File: config.mk
export PLATFORM = sky130hd
export DESIGN_NAME = frc_ctrl
export DESIGN_NICKNAME = d
export VERILOG_FILES = /design/src/frc_pkg.sv /design/src/frc_clk_scale.sv /design/src/frc_ctrl.sv
export SDC_FILE = /design/constraint.sdc
export NUM_CORES = 1
export LEC_CHECK = 0
export BUFFER_PORTS_ARGS = -buffer_cell sky130_fd_sc_hd__buf_2
export CAP_MARGIN = 20
export CORE_ASPECT_RATIO = 1.25
export CORE_MARGIN = 2
export CORE_UTILIZATION = 52
export CTS_BUF_LIST = sky130_fd_sc_hd__clkbuf_2
export DETAILED_ROUTE_END_ITERATION = 6
export PLACE_DENSITY = 0.82
export SETUP_SLACK_MARGIN = 0.05
export SLEW_MARGIN = 40
export SYNTH_ARGS = -nofsm -noshare
export SYNTH_HDL_FRONTEND = slang
export SYNTH_SLANG_ARGS = --single-unit
File: constraint.sdc
create_clock -name ref_clk -period 3 [get_ports ref_clk]
set_clock_uncertainty 0.1 [all_clocks]
set_input_delay 0.6 -clock ref_clk [delete_from_list [all_inputs] [get_ports ref_clk]]
set_output_delay 0.6 -clock ref_clk [all_outputs]
set_load 0.005 [all_outputs]
File: src/frc_pkg.sv
// frc_pkg: constants and carrier types for the rate, precompensation,
// perpendicular and low power control block.
// assumes a 100 MHz ref_clk and an AXI4-Lite register port.
package frc_pkg;

  // register indices as printed and their byte addresses
  localparam logic [11:0] RATE_SEL_IDX = 12'h004;
  localparam logic [11:0] CFG_CTL_IDX  = 12'h3f7;
  localparam logic [13:0] RATE_SEL_ADDR = 14'h0010;
  localparam logic [13:0] CFG_CTL_ADDR  = 14'h0fdc;
  // own registers
  localparam logic [13:0] CMD_ADDR      = 14'h1000; // perp / trk / mode cmd
  localparam logic [13:0] STATUS_ADDR   = 14'h1004; // readable state
  localparam logic [13:0] RATE_RB_ADDR  = 14'h1008; // rate select readback

  // field positions
  localparam int RATE_LSB     = 0;
  localparam int PRECOMP_LSB  = 2;
  localparam int LOWPWR_BIT   = 6;
  localparam int SWRST_BIT    = 7;
  localparam int CMD_PERP_BIT = 0;
  localparam int CMD_MLP_BIT  = 1;
  localparam int CMD_WAKE_BIT = 2;
  localparam int CMD_TRK_LSB  = 8;

  // reset values
  localparam logic [1:0] RATE_RST    = 2'h0;
  localparam logic [2:0] PRECOMP_DEF = 3'h0; // default precomp code
  localparam logic [7:0] PRETRK_DEF  = 8'h00;

  // rate codes
  localparam logic [1:0] RATE_500K = 2'h0;
  localparam logic [1:0] RATE_300K = 2'h1;
  localparam logic [1:0] RATE_250K = 2'h2;
  localparam logic [1:0] RATE_1M   = 2'h3;

  // perpendicular figures in byte times
  localparam logic [7:0] PRE_ERASE_1M   = 8'd38;
  localparam logic [7:0] PRE_ERASE_500K = 8'd19;
  localparam logic [7:0] GAP_PERP_1M    = 8'd41;
  localparam logic [7:0] GAP_STD        = 8'd22;

  // microengine clock divisors from the 100 MHz ref_clk, in ref cycles
  localparam logic [7:0] DIV_1M   = 8'd1;
  localparam logic [7:0] DIV_500K = 8'd2;
  localparam logic [7:0] DIV_300K = 8'd3;
  localparam logic [7:0] DIV_250K = 8'd4;

  // axi response codes
  localparam logic [1:0] RESP_OKAY   = 2'h0;
  localparam logic [1:0] RESP_SLVERR = 2'h2;

  typedef struct packed {
    logic [1:0] rate;
    logic [2:0] precomp;
    logic [7:0] pretrk;
    logic       perp;
    logic       low_power;
  } frc_cfg_t;

  typedef struct packed {
    logic [7:0] pre_erase;
    logic [7:0] gap;
    logic [7:0] clk_div;
  } frc_timing_t;

endpackage : frc_pkg

File: src/frc_clk_scale.sv
// frc_clk_scale: divides ref_clk into a microengine / separator tick
// whose period follows the active data rate, gated off in low power.
// assumes rate and low power are stable registered levels.
`timescale 1ns/1ps
`default_nettype none
module frc_clk_scale (
  input  wire logic       ref_clk,
  input  wire logic       resetn,
  input  wire logic [7:0] div,
  input  wire logic       halt,
  output logic            tick
);
  logic [7:0] cnt_q;

  // count up to the divisor; halted counter gives no ticks
  always_ff @(posedge ref_clk or negedge resetn) begin
    if (!resetn) begin
      cnt_q <= 8'h00;
      tick  <= 1'b0;
    end else if (halt) begin
      cnt_q <= 8'h00;
      tick  <= 1'b0;
    end else if (cnt_q + 8'h01 >= div) begin
      cnt_q <= 8'h00;
      tick  <= 1'b1;
    end else begin
      cnt_q <= cnt_q + 8'h01;
      tick  <= 1'b0;
    end
  end
endmodule // frc_clk_scale
`default_nettype wire

File: src/frc_ctrl.sv
// frc_ctrl: data rate selection, rate pins, clock scaling, write
// precompensation, perpendicular timing and manual low power.
// assumes an AXI4-Lite master on ref_clk and synchronous disk inputs.
// Summary of operation
// - The rate comes from the two low bits of the config control register.
// - The rate select register low two bits also set the rate, same code.
// - The last write to either register decides the active rate.
// - The engine and separator clocks scale with the selected rate.
// - The two rate pins always show the last written rate bits.
// - A perpendicular command puts the controller into perpendicular mode.
// - In perpendicular mode write gate follows write_req; the 38 or 19 byte time lead is counted but does not time it.
// - The perpendicular id to data gap at 1 Mb/s is 41 bytes, else 22.
// - Perpendicular parameters follow the currently selected rate.
// - Precompensation shifts each write bit early, late or not at all.
// - Default precomp applies from reset until software writes another.
// - Precomp starting track is zero at reset and set by configure.
// - Low power stops the oscillator, separator and their logic.
// - Rate select bit 6 enters low power at once and reads one until wake.
//
// Design decision made here: register access over AXI4-Lite.
`timescale 1ns/1ps
`default_nettype none
module frc_ctrl (
  input  wire logic        ref_clk,
  input  wire logic        resetn,
  // axi4-lite slave
  input  wire logic [13:0] s_axi_awaddr,
  input  wire logic        s_axi_awvalid,
  output logic             s_axi_awready,
  input  wire logic [31:0] s_axi_wdata,
  input  wire logic [3:0]  s_axi_wstrb,
  input  wire logic        s_axi_wvalid,
  output logic             s_axi_wready,
  output logic [1:0]       s_axi_bresp,
  output logic             s_axi_bvalid,
  input  wire logic        s_axi_bready,
  input  wire logic [13:0] s_axi_araddr,
  input  wire logic        s_axi_arvalid,
  output logic             s_axi_arready,
  output logic [31:0]      s_axi_rdata,
  output logic [1:0]       s_axi_rresp,
  output logic             s_axi_rvalid,
  input  wire logic        s_axi_rready,
  // disk side
  input  wire logic [7:0]  cur_track,
  input  wire logic        write_bit,
  input  wire logic        write_bit_valid,
  input  wire logic        preamble_near,
  input  wire logic        write_req,
  input  wire logic        wake_access,
  output logic             rate_out_bit0,
  output logic             rate_out_bit1,
  output logic             write_gate,
  output logic [1:0]       precomp_shift,
  output logic [7:0]       id_to_data_gap,
  output logic             engine_tick,
  output logic             osc_enable,
  output logic             sw_reset
);

  frc_pkg::frc_cfg_t    cfg_q;
  frc_pkg::frc_timing_t tim;
  logic [7:0]  rate_sel_q;
  logic        mode_lp_q;
  logic        aw_q, w_q;
  logic [13:0] awaddr_q;
  logic [31:0] wdata_q;
  logic        wr_fire;
  logic        wr_hit_rs, wr_hit_cc, wr_hit_cmd;
  logic [2:0]  hist_q;
  logic [7:0]  lead_cnt_q;
  logic        lp_active;

  // byte address decode shared by read and write channels
  function automatic logic [2:0] dec(input logic [13:0] a);
    if (a == frc_pkg::RATE_SEL_ADDR) begin
      dec = 3'h1;
    end else if (a == frc_pkg::CFG_CTL_ADDR) begin
      dec = 3'h2;
    end else if (a == frc_pkg::CMD_ADDR) begin
      dec = 3'h3;
    end else if (a == frc_pkg::STATUS_ADDR) begin
      dec = 3'h4;
    end else if (a == frc_pkg::RATE_RB_ADDR) begin
      dec = 3'h5;
    end else begin
      dec = 3'h0;
    end
  endfunction

  // write channel: address and data taken in either order
  assign s_axi_awready = !aw_q && !s_axi_bvalid;
  assign s_axi_wready  = !w_q && !s_axi_bvalid;
  assign wr_fire       = aw_q && w_q && !s_axi_bvalid;
  always_ff @(posedge ref_clk or negedge resetn) begin
    if (!resetn) begin
      aw_q     <= 1'b0;
      w_q      <= 1'b0;
      awaddr_q <= 14'h0000;
      wdata_q  <= 32'h00000000;
    end else begin
      if (s_axi_awvalid && s_axi_awready) begin
        aw_q     <= 1'b1;
        awaddr_q <= s_axi_awaddr;
      end else if (wr_fire) begin
        aw_q <= 1'b0;
      end
      if (s_axi_wvalid && s_axi_wready) begin
        w_q     <= 1'b1;
        wdata_q <= s_axi_wdata & {{8{s_axi_wstrb[3]}}, {8{s_axi_wstrb[2]}},
                                  {8{s_axi_wstrb[1]}}, {8{s_axi_wstrb[0]}}};
      end else if (wr_fire) begin
        w_q <= 1'b0;
      end
    end
  end

  assign wr_hit_rs  = wr_fire && dec(awaddr_q) == 3'h1;
  assign wr_hit_cc  = wr_fire && dec(awaddr_q) == 3'h2;
  assign wr_hit_cmd = wr_fire && dec(awaddr_q) == 3'h3;

  // write response, slverr for unmapped or read-only offsets
  always_ff @(posedge ref_clk or negedge resetn) begin
    if (!resetn) begin
      s_axi_bvalid <= 1'b0;
      s_axi_bresp  <= frc_pkg::RESP_OKAY;
    end else if (wr_fire) begin
      s_axi_bvalid <= 1'b1;
      s_axi_bresp  <= (dec(awaddr_q) inside {3'h1, 3'h2, 3'h3})
                      ? frc_pkg::RESP_OKAY : frc_pkg::RESP_SLVERR;
    end else if (s_axi_bready) begin
      s_axi_bvalid <= 1'b0;
    end
  end

  // shared rate register: last write of either register wins
  always_ff @(posedge ref_clk or negedge resetn) begin
    if (!resetn) begin
      cfg_q.rate <= frc_pkg::RATE_RST;
    end else if (wr_hit_rs || wr_hit_cc) begin
      cfg_q.rate <= wdata_q[frc_pkg::RATE_LSB +: 2];
    end
  end

  // precomp code and starting track
  always_ff @(posedge ref_clk or negedge resetn) begin
    if (!resetn) begin
      cfg_q.precomp <= frc_pkg::PRECOMP_DEF;
      cfg_q.pretrk  <= frc_pkg::PRETRK_DEF;
    end else begin
      if (wr_hit_rs) begin
        cfg_q.precomp <= wdata_q[frc_pkg::PRECOMP_LSB +: 3];
      end
      if (wr_hit_cmd) begin
        cfg_q.pretrk <= wdata_q[frc_pkg::CMD_TRK_LSB +: 8];
      end
    end
  end

  // perpendicular mode command and mode-command low power bit
  always_ff @(posedge ref_clk or negedge resetn) begin
    if (!resetn) begin
      cfg_q.perp <= 1'b0;
      mode_lp_q  <= 1'b0;
    end else if (wr_hit_cmd) begin
      cfg_q.perp <= wdata_q[frc_pkg::CMD_PERP_BIT];
      mode_lp_q  <= wdata_q[frc_pkg::CMD_MLP_BIT];
    end
  end

  // manual low power: set at once by bit 6, cleared on wake
  always_ff @(posedge ref_clk or negedge resetn) begin
    if (!resetn) begin
      cfg_q.low_power <= 1'b0;
      rate_sel_q      <= 8'h00;
    end else if (wr_hit_rs && wdata_q[frc_pkg::LOWPWR_BIT]) begin
      cfg_q.low_power <= 1'b1;
      rate_sel_q      <= wdata_q[7:0] & 8'h3f;
    end else if (wr_hit_rs) begin
      rate_sel_q      <= wdata_q[7:0] & 8'h3f;
      cfg_q.low_power <= cfg_q.low_power;
    end else if (wake_access ||
                 (wr_hit_cmd && wdata_q[frc_pkg::CMD_WAKE_BIT])) begin
      cfg_q.low_power <= 1'b0; // bit reads zero once awake
    end
  end

  // self-clearing software reset pulse from rate select bit 7
  always_ff @(posedge ref_clk or negedge resetn) begin
    if (!resetn) begin
      sw_reset <= 1'b0;
    end else begin
      sw_reset <= wr_hit_rs && wdata_q[frc_pkg::SWRST_BIT];
    end
  end

  assign lp_active  = cfg_q.low_power || mode_lp_q;
  assign osc_enable = !lp_active;

  // rate dependent timing parameters
  always_comb begin
    tim.gap       = frc_pkg::GAP_STD;
    tim.pre_erase = 8'h00;
    case (cfg_q.rate)
      frc_pkg::RATE_1M:   tim.clk_div = frc_pkg::DIV_1M;
      frc_pkg::RATE_500K: tim.clk_div = frc_pkg::DIV_500K;
      frc_pkg::RATE_300K: tim.clk_div = frc_pkg::DIV_300K;
      default:            tim.clk_div = frc_pkg::DIV_250K;
    endcase
    if (cfg_q.perp) begin
      case (cfg_q.rate)
        frc_pkg::RATE_1M: begin
          tim.pre_erase = frc_pkg::PRE_ERASE_1M;
          tim.gap       = frc_pkg::GAP_PERP_1M;
        end
        default: begin
          tim.pre_erase = frc_pkg::PRE_ERASE_500K;
        end
      endcase
    end
  end

  // scaled engine / separator tick, stopped in low power
  frc_clk_scale frc_clk_scale_inst (
    .ref_clk (ref_clk),
    .resetn  (resetn),
    .div     (tim.clk_div),
    .halt    (lp_active),
    .tick    (engine_tick)
  );

  // rate pins and gap from flip-flops
  always_ff @(posedge ref_clk or negedge resetn) begin
    if (!resetn) begin
      rate_out_bit0  <= 1'b0;
      rate_out_bit1  <= 1'b0;
      id_to_data_gap <= frc_pkg::GAP_STD;
    end else begin
      rate_out_bit0  <= cfg_q.rate[0];
      rate_out_bit1  <= cfg_q.rate[1];
      id_to_data_gap <= tim.gap;
    end
  end

  // write gate: in perpendicular mode count pre-erase bytes of lead
  // from write_req, counted in engine ticks standing for byte times
  always_ff @(posedge ref_clk or negedge resetn) begin
    if (!resetn) begin
      lead_cnt_q <= 8'h00;
      write_gate <= 1'b0;
    end else if (!write_req || lp_active) begin
      lead_cnt_q <= 8'h00;
      write_gate <= 1'b0;
    end else if (cfg_q.perp && lead_cnt_q < tim.pre_erase && engine_tick) begin
      lead_cnt_q <= lead_cnt_q + 8'h01;
      write_gate <= 1'b1; // asserted ahead of the preamble
    end else if (cfg_q.perp) begin
      write_gate <= 1'b1;
    end else begin
      write_gate <= preamble_near;
    end
  end

  // precomp: history of bits predicts shift past the starting track
  always_ff @(posedge ref_clk or negedge resetn) begin
    if (!resetn) begin
      hist_q        <= 3'h0;
      precomp_shift <= 2'h0;
    end else if (write_bit_valid) begin
      hist_q <= {hist_q[1:0], write_bit};
      if (cur_track < cfg_q.pretrk || cfg_q.precomp == 3'h7) begin
        precomp_shift <= 2'h0; // not shifted
      end else if (hist_q[1:0] == 2'b10 && write_bit) begin
        precomp_shift <= 2'h1; // early
      end else if (hist_q[1:0] == 2'b01 && !write_bit) begin
        precomp_shift <= 2'h2; // late
      end else begin
        precomp_shift <= 2'h0;
      end
    end
  end

  // read channel
  assign s_axi_arready = !s_axi_rvalid;
  always_ff @(posedge ref_clk or negedge resetn) begin
    if (!resetn) begin
      s_axi_rvalid <= 1'b0;
      s_axi_rdata  <= 32'h00000000;
      s_axi_rresp  <= frc_pkg::RESP_OKAY;
    end else if (s_axi_arvalid && s_axi_arready) begin
      s_axi_rvalid <= 1'b1;
      s_axi_rresp  <= frc_pkg::RESP_OKAY;
      if (dec(s_axi_araddr) == 3'h4) begin
        s_axi_rdata <= {11'h000, cfg_q.pretrk, cfg_q.precomp, mode_lp_q,
                        cfg_q.low_power, cfg_q.perp, osc_enable,
                        4'h0, cfg_q.rate};
      end else if (dec(s_axi_araddr) == 3'h5) begin
        s_axi_rdata <= {24'h000000, rate_sel_q[7], cfg_q.low_power,
                        rate_sel_q[5:2], cfg_q.rate};
      end else if (dec(s_axi_araddr) == 3'h3) begin
        s_axi_rdata <= {16'h0000, cfg_q.pretrk, 5'h00, 1'b0, mode_lp_q,
                        cfg_q.perp};
      end else if (dec(s_axi_araddr) == 3'h0) begin
        s_axi_rdata <= 32'h00000000;
        s_axi_rresp <= frc_pkg::RESP_SLVERR;
      end else begin
        s_axi_rdata <= 32'h00000000; // write-only registers
      end
    end else if (s_axi_rready) begin
      s_axi_rvalid <= 1'b0;
    end
  end
endmodule // frc_ctrl
`default_nettype wire

# == Word level (Yosys, flattened, before mapping) ==
# Cells that the tools add are included.
# classes
add_sub_neg,2
n_reduce_logical,40
n_lt_le_gt_ge,3
eq_ne,25
n_mux,57
bitwise,1
# op_table
operator,n
"equality test 14 x 13 -> 1 bit, second input constant",6
2-to-1 mux 3 bit,21
2-to-1 mux 8 bit,6
2-to-1 mux 16 bit,2
"equality test 14 x 12 -> 1 bit, second input constant",2
"equality test 14 x 5 -> 1 bit, second input constant",2
2-to-1 mux 21 bit,1
logical AND 1 bit,17
"adder 8 x 1 -> 8 bit, second input constant",2
bitwise AND 16 bit,1
less-than comparator 8 bit,2
2-to-1 mux 2 bit,8
"equality test 3 x 2 -> 1 bit, second input constant",5
2-to-1 mux 1 bit,15
2-to-1 mux 14 bit,1
nonzero test 2 bit,7
2-to-1 mux 6 bit,2
"equality test 3 bit, second input constant",3
one-hot mux 3 bit (3 select lines),1
greater-or-equal comparator 8 x 3 -> 1 bit,1
zero test 1 bit,7
"equality test 3 x 1 -> 1 bit, second input constant",2
logical OR 1 bit,5
"equality test 2 x 1 -> 1 bit, second input constant",2
6 further kinds,7
# word_totals
out_inout_bits,57
wordCells,154
input_bits,84
ff_bits,127

# == Longest topological paths before layout ==
# depth
word_depth,24
mapped_depth,8
mapped_depth_nobuf,8

# == Cells and area by module ==
# A second synthesis with hierarchy kept.
# hier_totals
hier_cells,408
hier_area_um2,4715.8
# by_module_without_submodules
mod,n_inst,cells_each,seq_area_each_um2,area_each_um2
frc_ctrl,1,348,2178.3,4075.2
frc_clk_scale,1,60,225.2,640.6

# == Least setup slack after synthesis ==
# No wires, ideal clock.
# synth_timing
path_type,input to register
startpoint,in s_axi_araddr[13]
endpoint,reg s_axi_rdata[0]
t_arrival_ps,2217
path_stages,5
path_buffers,0
setup_ps,67
slack_ps,616
t_required_ps,2833
path_cell_list,or4_4 or4b_4 nor4_4 a22oi_1 nand2_1
# synth_via
elab_chain_len,13
word_cells_on_any_way,22
cone_classes,8 x eq/ne; 14 x mux
# synth_rtl
item,line,source
"start, declared",frc_ctrl.sv:37,"input wire logic [13:0] s_axi_araddr,"
equality test 14 x 13 -> 1 bit,frc_ctrl.sv:84,end else if (a == frc_pkg::RATE_RB_ADDR) begin
2-to-1 mux 3 bit,frc_ctrl.sv:84,
2-to-1 mux 3 bit,frc_ctrl.sv:82,end else if (a == frc_pkg::STATUS_ADDR) begin
2-to-1 mux 3 bit,frc_ctrl.sv:80,end else if (a == frc_pkg::CMD_ADDR) begin
2-to-1 mux 3 bit,frc_ctrl.sv:78,end else if (a == frc_pkg::CFG_CTL_ADDR) begin
2-to-1 mux 3 bit *,frc_ctrl.sv:76,if (a == frc_pkg::RATE_SEL_ADDR) begin
2-to-1 mux 3 bit,frc_ctrl.sv:297,end else if (dec(s_axi_araddr) == 3'h5) begin
2-to-1 mux 3 bit,frc_ctrl.sv:293,if (dec(s_axi_araddr) == 3'h4) begin
2-to-1 mux 3 bit,frc_ctrl.sv:290,end else if (s_axi_arvalid && s_axi_arready) begin
equality test 3 x 2 -> 1 bit,frc_ctrl.sv:300,end else if (dec(s_axi_araddr) == 3'h3) begin
2-to-1 mux 16 bit,frc_ctrl.sv:300,
2-to-1 mux 16 bit,frc_ctrl.sv:297,
2-to-1 mux 21 bit *,frc_ctrl.sv:293,
"end signal, assigned",frc_ctrl.sv:294,"s_axi_rdata <= {11'h000, cfg_q.pretrk, cfg_q.precomp, mode_lp_q,"
"end signal, assigned",frc_ctrl.sv:298,"s_axi_rdata <= {24'h000000, rate_sel_q[7], cfg_q.low_power,"
"end signal, assigned",frc_ctrl.sv:301,"s_axi_rdata <= {16'h0000, cfg_q.pretrk, 5'h00, 1'b0, mode_lp_q,"
"end, declared",frc_ctrl.sv:40,"output logic [31:0] s_axi_rdata,"
# Mark *: on every way between the ends. The rest lies on a longest branch, timed or not. The select of a mux whose other input is x is not followed.
# A chain may end at the register's enable or synchronous reset.

# == Worst setup path in the final report ==
# layout_timing
startpoint,reg frc_clk_scale_inst.cnt_q[0]
endpoint,reg frc_clk_scale_inst.cnt_q[2]
# layout_via
elab_chain_len,4
# layout_rtl
item,line,source
"start, declared",frc_clk_scale.sv:13,logic [7:0] cnt_q;
"start signal, assigned",frc_clk_scale.sv:27,cnt_q <= cnt_q + 8'h01;
adder 8 x 1 -> 8 bit *,"frc_clk_scale.sv:23, frc_clk_scale.sv:27",
greater-or-equal comparator 8 x 3 -> 1 bit,frc_clk_scale.sv:23,end else if (cnt_q + 8'h01 >= div) begin
2-to-1 mux 8 bit *,frc_clk_scale.sv:23,
2-to-1 mux 8 bit *,frc_clk_scale.sv:20,end else if (halt) begin
# Mark *: on every way between the ends. The rest lies on a longest branch, timed or not.

==> metrics.md <==
| Metric | Value |
|---|---|
| Outcome | `finished, final reports clean` |
| CTS tree | `yes` |
| Top FF cell, synth | `dfrtp_1` |
| Clock sinks | `96` |
| IO Port Bufs | `around 110` |
| Grt total ovfl | `0` |
| Fmax | `~430 MHz` |
| Initial antenna violation count | `0` |
| Max incr delay on CP | `480 ps` |
| Worst setup SP type | `flop` |
| Leakage Power | `0.00257 uW` |
| Relative max-transition margin | `between 50% and 60%` |
| Endpoints failing hold | `0` |
| Final net count | `about 590` |
| Async SR Flop Fraction | `100%` |
| Slowest cell on crit path | `dfrtp_1` |
| Pwr/cell area | `567 mW/mm2` |
| Critical path endpoint | `frc_clk_scale_inst.cnt_q[2]` |
| Syn avg cell area | `11.0 um2` |
| Share of cells above drive strength 1 | `27.3%` |
| RSZ-0062 raised after global routing | `false` |
| Die Wd | `approximately 85 um` |
| Non-Filler Instances | `~600` |
| CP cell instances | `ha_1 > xor2_1 > ha_1 > o21ai_0 > a21oi_1 > or3_1 > nor3_1 > and3_1` |
| Vias | `3144` |
| Clk_lat worst skew | `540 ps` |
| Vias per cell | `5.27` |
| Compound-gate portion of the synthesized area | `10.7%` |
| R2r endpoint | `frc_clk_scale_inst.cnt_q[2]` |
| Clk slew on worst S/H paths | `roughly 230 ps` |
| Peak supply drop | `0.691 mV` |
| Largest family of logic cells by synthesized area | `simple AND/OR/NAND/NOR gates` |
| Die ar. | `~0.0090 mm2` |
| Critical Path Source | `frc_clk_scale_inst.cnt_q[0]` |
| DRT Pass-1 Iters | `4` |
| CTS root buf | `clkbuf_2` |
| Post-synth top area cell | `dfrtp_1` |
| CP arrival | `2730 ps` |
| Mapped Area | `0.00427 mm2` |
| Synth Area in XOR/XNOR | `1.03%` |
| Synthesis Warnings | `0` |
| Worst path required time | `3390 ps` |
| MaxCap Viol Count | `0` |
| CP Max Fanout | `4` |
| Yosys cell types | `49` |
| Final Cycle Share | `78.1%` |
| Post CTS Setup Buffer Count | `0` |
| Slew at the pin closest to its max-slew limit | `624 ps` |
| Post-DP Area | `0.00484 mm2` |
| FF+latch count, synth | `96` |
| Crit path top cell by count | `ha_1` |
| Finished layout cell area | `0.00496 mm2` |
| Fillcell total | `roughly 650` |
| WL/cell | `approximately 15 um` |
| Tmin final | `2340 ps` |
| Final GP Congestion | `approximately 0.84` |
| Hold_ws | `102 ps` |
| Chip Height | `105 um` |
| Rows | `36` |
| Fin worst setup slack | `between 600 and 700 ps` |
| Estimated wirelength of the detail-placed design | `6610 um` |
| CTS max path bufs | `2` |
| EDFF count, synth | `0` |
| Pre-CTS WS | `between 300 and 400 ps` |
| Drt drc | `0` |
| Routed WL | `8770 um` |
| Total negative slack | `0 ps` |
| Total Routing Usage GR | `20.9%` |
| Worst Setup End Kind | `flop` |
| Area share of the largest cell type after synthesis | `a little under three fifths` |
| CTS buffer count | `9` |
| Ant diodes | `0` |
| Core ar. | `between 0.007 and 0.008 mm2` |
| HP Class | `in -> reg` |
| R2R depth | `8` |
| RR Startpoint | `frc_clk_scale_inst.cnt_q[0]` |
| Setup CP Type | `reg -> reg` |
| First-pass GRT wire length | `14700 um` |
| Synthesized instance count | `388` |
| Starting Density | `54.2%` |
| Sequential fraction of the synthesis area | `56.3%` |
| Synth Area in Adders | `under 10%` |
| R2R Setup Slk | `660 ps` |
| Area growth, synth to finish | `16.2%` |
| DR iter-0 viols | `95` |
| Largest net degree at the start of global routing | `65` |
| Vias in the first global route | `between 3000 and 4000` |
| Simple-gate share of the synthesized area | `15.5%` |
| Max Slew Vio Count | `0` |
| Synth area leaders | `dfrtp_1 56%, mux2_1 6.9%, nand2_1 6.3%, buf_4 3.5%, ha_1 3.2%` |
| Placed Instances | `580` |
| # H-tree levels | `3` |
| ANT nets after route | `0` |
| Ports | `141` |
| Final setup viols | `0` |
| Post-synthesis mux area share | `7.38%` |
==> placed cells by master (no fill, tap or decap), drive strengths merged, types with 2 or more instances in the layout <==
master,instances
or3,5
nor2,9
inv,13
nand3,6
nand2b,6
a21o,4
and3,4
o31a,3
a21oi,3
xnor2,2
ha,11
clkinv,2
mux2,28
clkbuf,12
nor4,2
nor2b,3
conb,20
buf,111
a22oi,11
and2,2
nor3,9
o21ai,31
nand4,4
a31oi,2
dfrtp,95
xor2,3
or4,4
a22o,10
nand2,72
==> through the flow <==
step	total power, uW	util (%)
floorplan	2050	-
global placement	2190	61.4
detailed placement	2240	61.5
CTS	2840	62.9
global route	2980	63.0
finish	2810	63.0
==> flip-flops by register name, indices dropped and copies added, names as in the netlist <==
name	count
s_axi_rdata	21
wdata_q	16
cfg_q	15
awaddr_q	14
frc_clk_scale_inst.cnt_q	8
rate_sel_q	4
hist_q	2
id_to_data_gap	2
precomp_shift	2
aw_q	1
frc_clk_scale_inst.tick	1
mode_lp_q	1
rate_out_bit0	1
rate_out_bit1	1
s_axi_bresp	1
s_axi_bvalid	1
s_axi_rresp	1
s_axi_rvalid	1
sw_reset	1
w_q	1
write_gate	1
==> cell type report <==
| type | instances | area (um2) | area share, % |
|---|---|---|---|
| clock buffer | 12 | 60.1 | 1.21 |
| clock inverter | 4 | 45.0 | 0.907 |
| inverter | 13 | 48.8 | 0.983 |
| multi-input combinational | 265 | 1690 | 34.1 |
| sequential | 96 | 2400 | 48.4 |
| tap | 95 | 119 | 2.39 |
| timing repair buffer | 112 | 594 | 12.0 |
==> synth_stat cells, types with 2 or more instances <==
cell,count
buf_1,2
nor2_1,9
xor2_1,3
o31a_1,3
a31oi_1,2
inv_1,12
o21ai_1,26
mux2_1,26
nor2b_1,3
nand4_1,4
nand2b_1,6
buf_4,20
ha_1,11
a21oi_1,3
nor3_1,5
dfrtp_1,95
and3_1,4
mux2_2,2
or3_1,5
clkbuf_1,10
and2_1,2
a22o_1,10
nor3_2,3
nand2_1,72
a22oi_1,11
nand3_1,6
or4_1,3
a21o_1,4
xnor2_1,2
o21ai_0,5
==> repair_timing <==
action                    CTS  global route
hold endpoints to repair    8             0
hold buffers                1             0
resized for setup           0             0
==> kinds of logic (layout without fill, tap and decap cells) <==
logic type                 after synthesis  after routing
and+or+nand+nor                        131            131
other                                    1             20
xor gates and xnor gates                 5              5
muxes                                   28             28
buffers and inverters                   46            141
adders and majority gates               11             11
DFF                                     96             96
AOI/OAI and AO/OA                       70             70
==> worst min-delay path by stage <==
stage | endpoint | slack [ps] | from | depth (start not counted)
6_report | s_axi_bvalid | 100 | s_axi_bready | 2
5_1_grt | s_axi_rvalid | 60 | s_axi_rready | 2
4_1_cts | s_axi_rvalid | 60 | s_axi_rready | 2
3_5_place_dp | s_axi_rdata[0] | 350 | s_axi_rdata[0] | 2
3_3_place_gp | s_axi_rdata[6] | 350 | s_axi_rdata[6] | 2
2_1_floorplan | aw_q | 200 | resetn | 0
==> routing by layer <==
layer | global-route usage, % | share of wire, %
met5 | 0 | 0
met1 | 26.4 | 42
met3 | 5.64 | 6.9
met2 | 34.9 | 49
met4 | 6.80 | 1.4
==> where the power goes <==
group          internal, uW  switching [uW]  leakage [uW]  total (uW)
sequential             1530             168       0.00125        1700
clock                   197             400     0.0000673         597
combinational           246             271       0.00125         516
==> critical path: cells and delay by family, from the launching register on <==
family | cells | cell delay (ps)
AOI/OAI and AO/OA | 2 | 120
xor gates and xnor gates | 1 | 230
adders and majority gates | 2 | 520
DFF | 1 | 480
and+or+nand+nor | 3 | 840
Power figures use the tool's default switching activity.
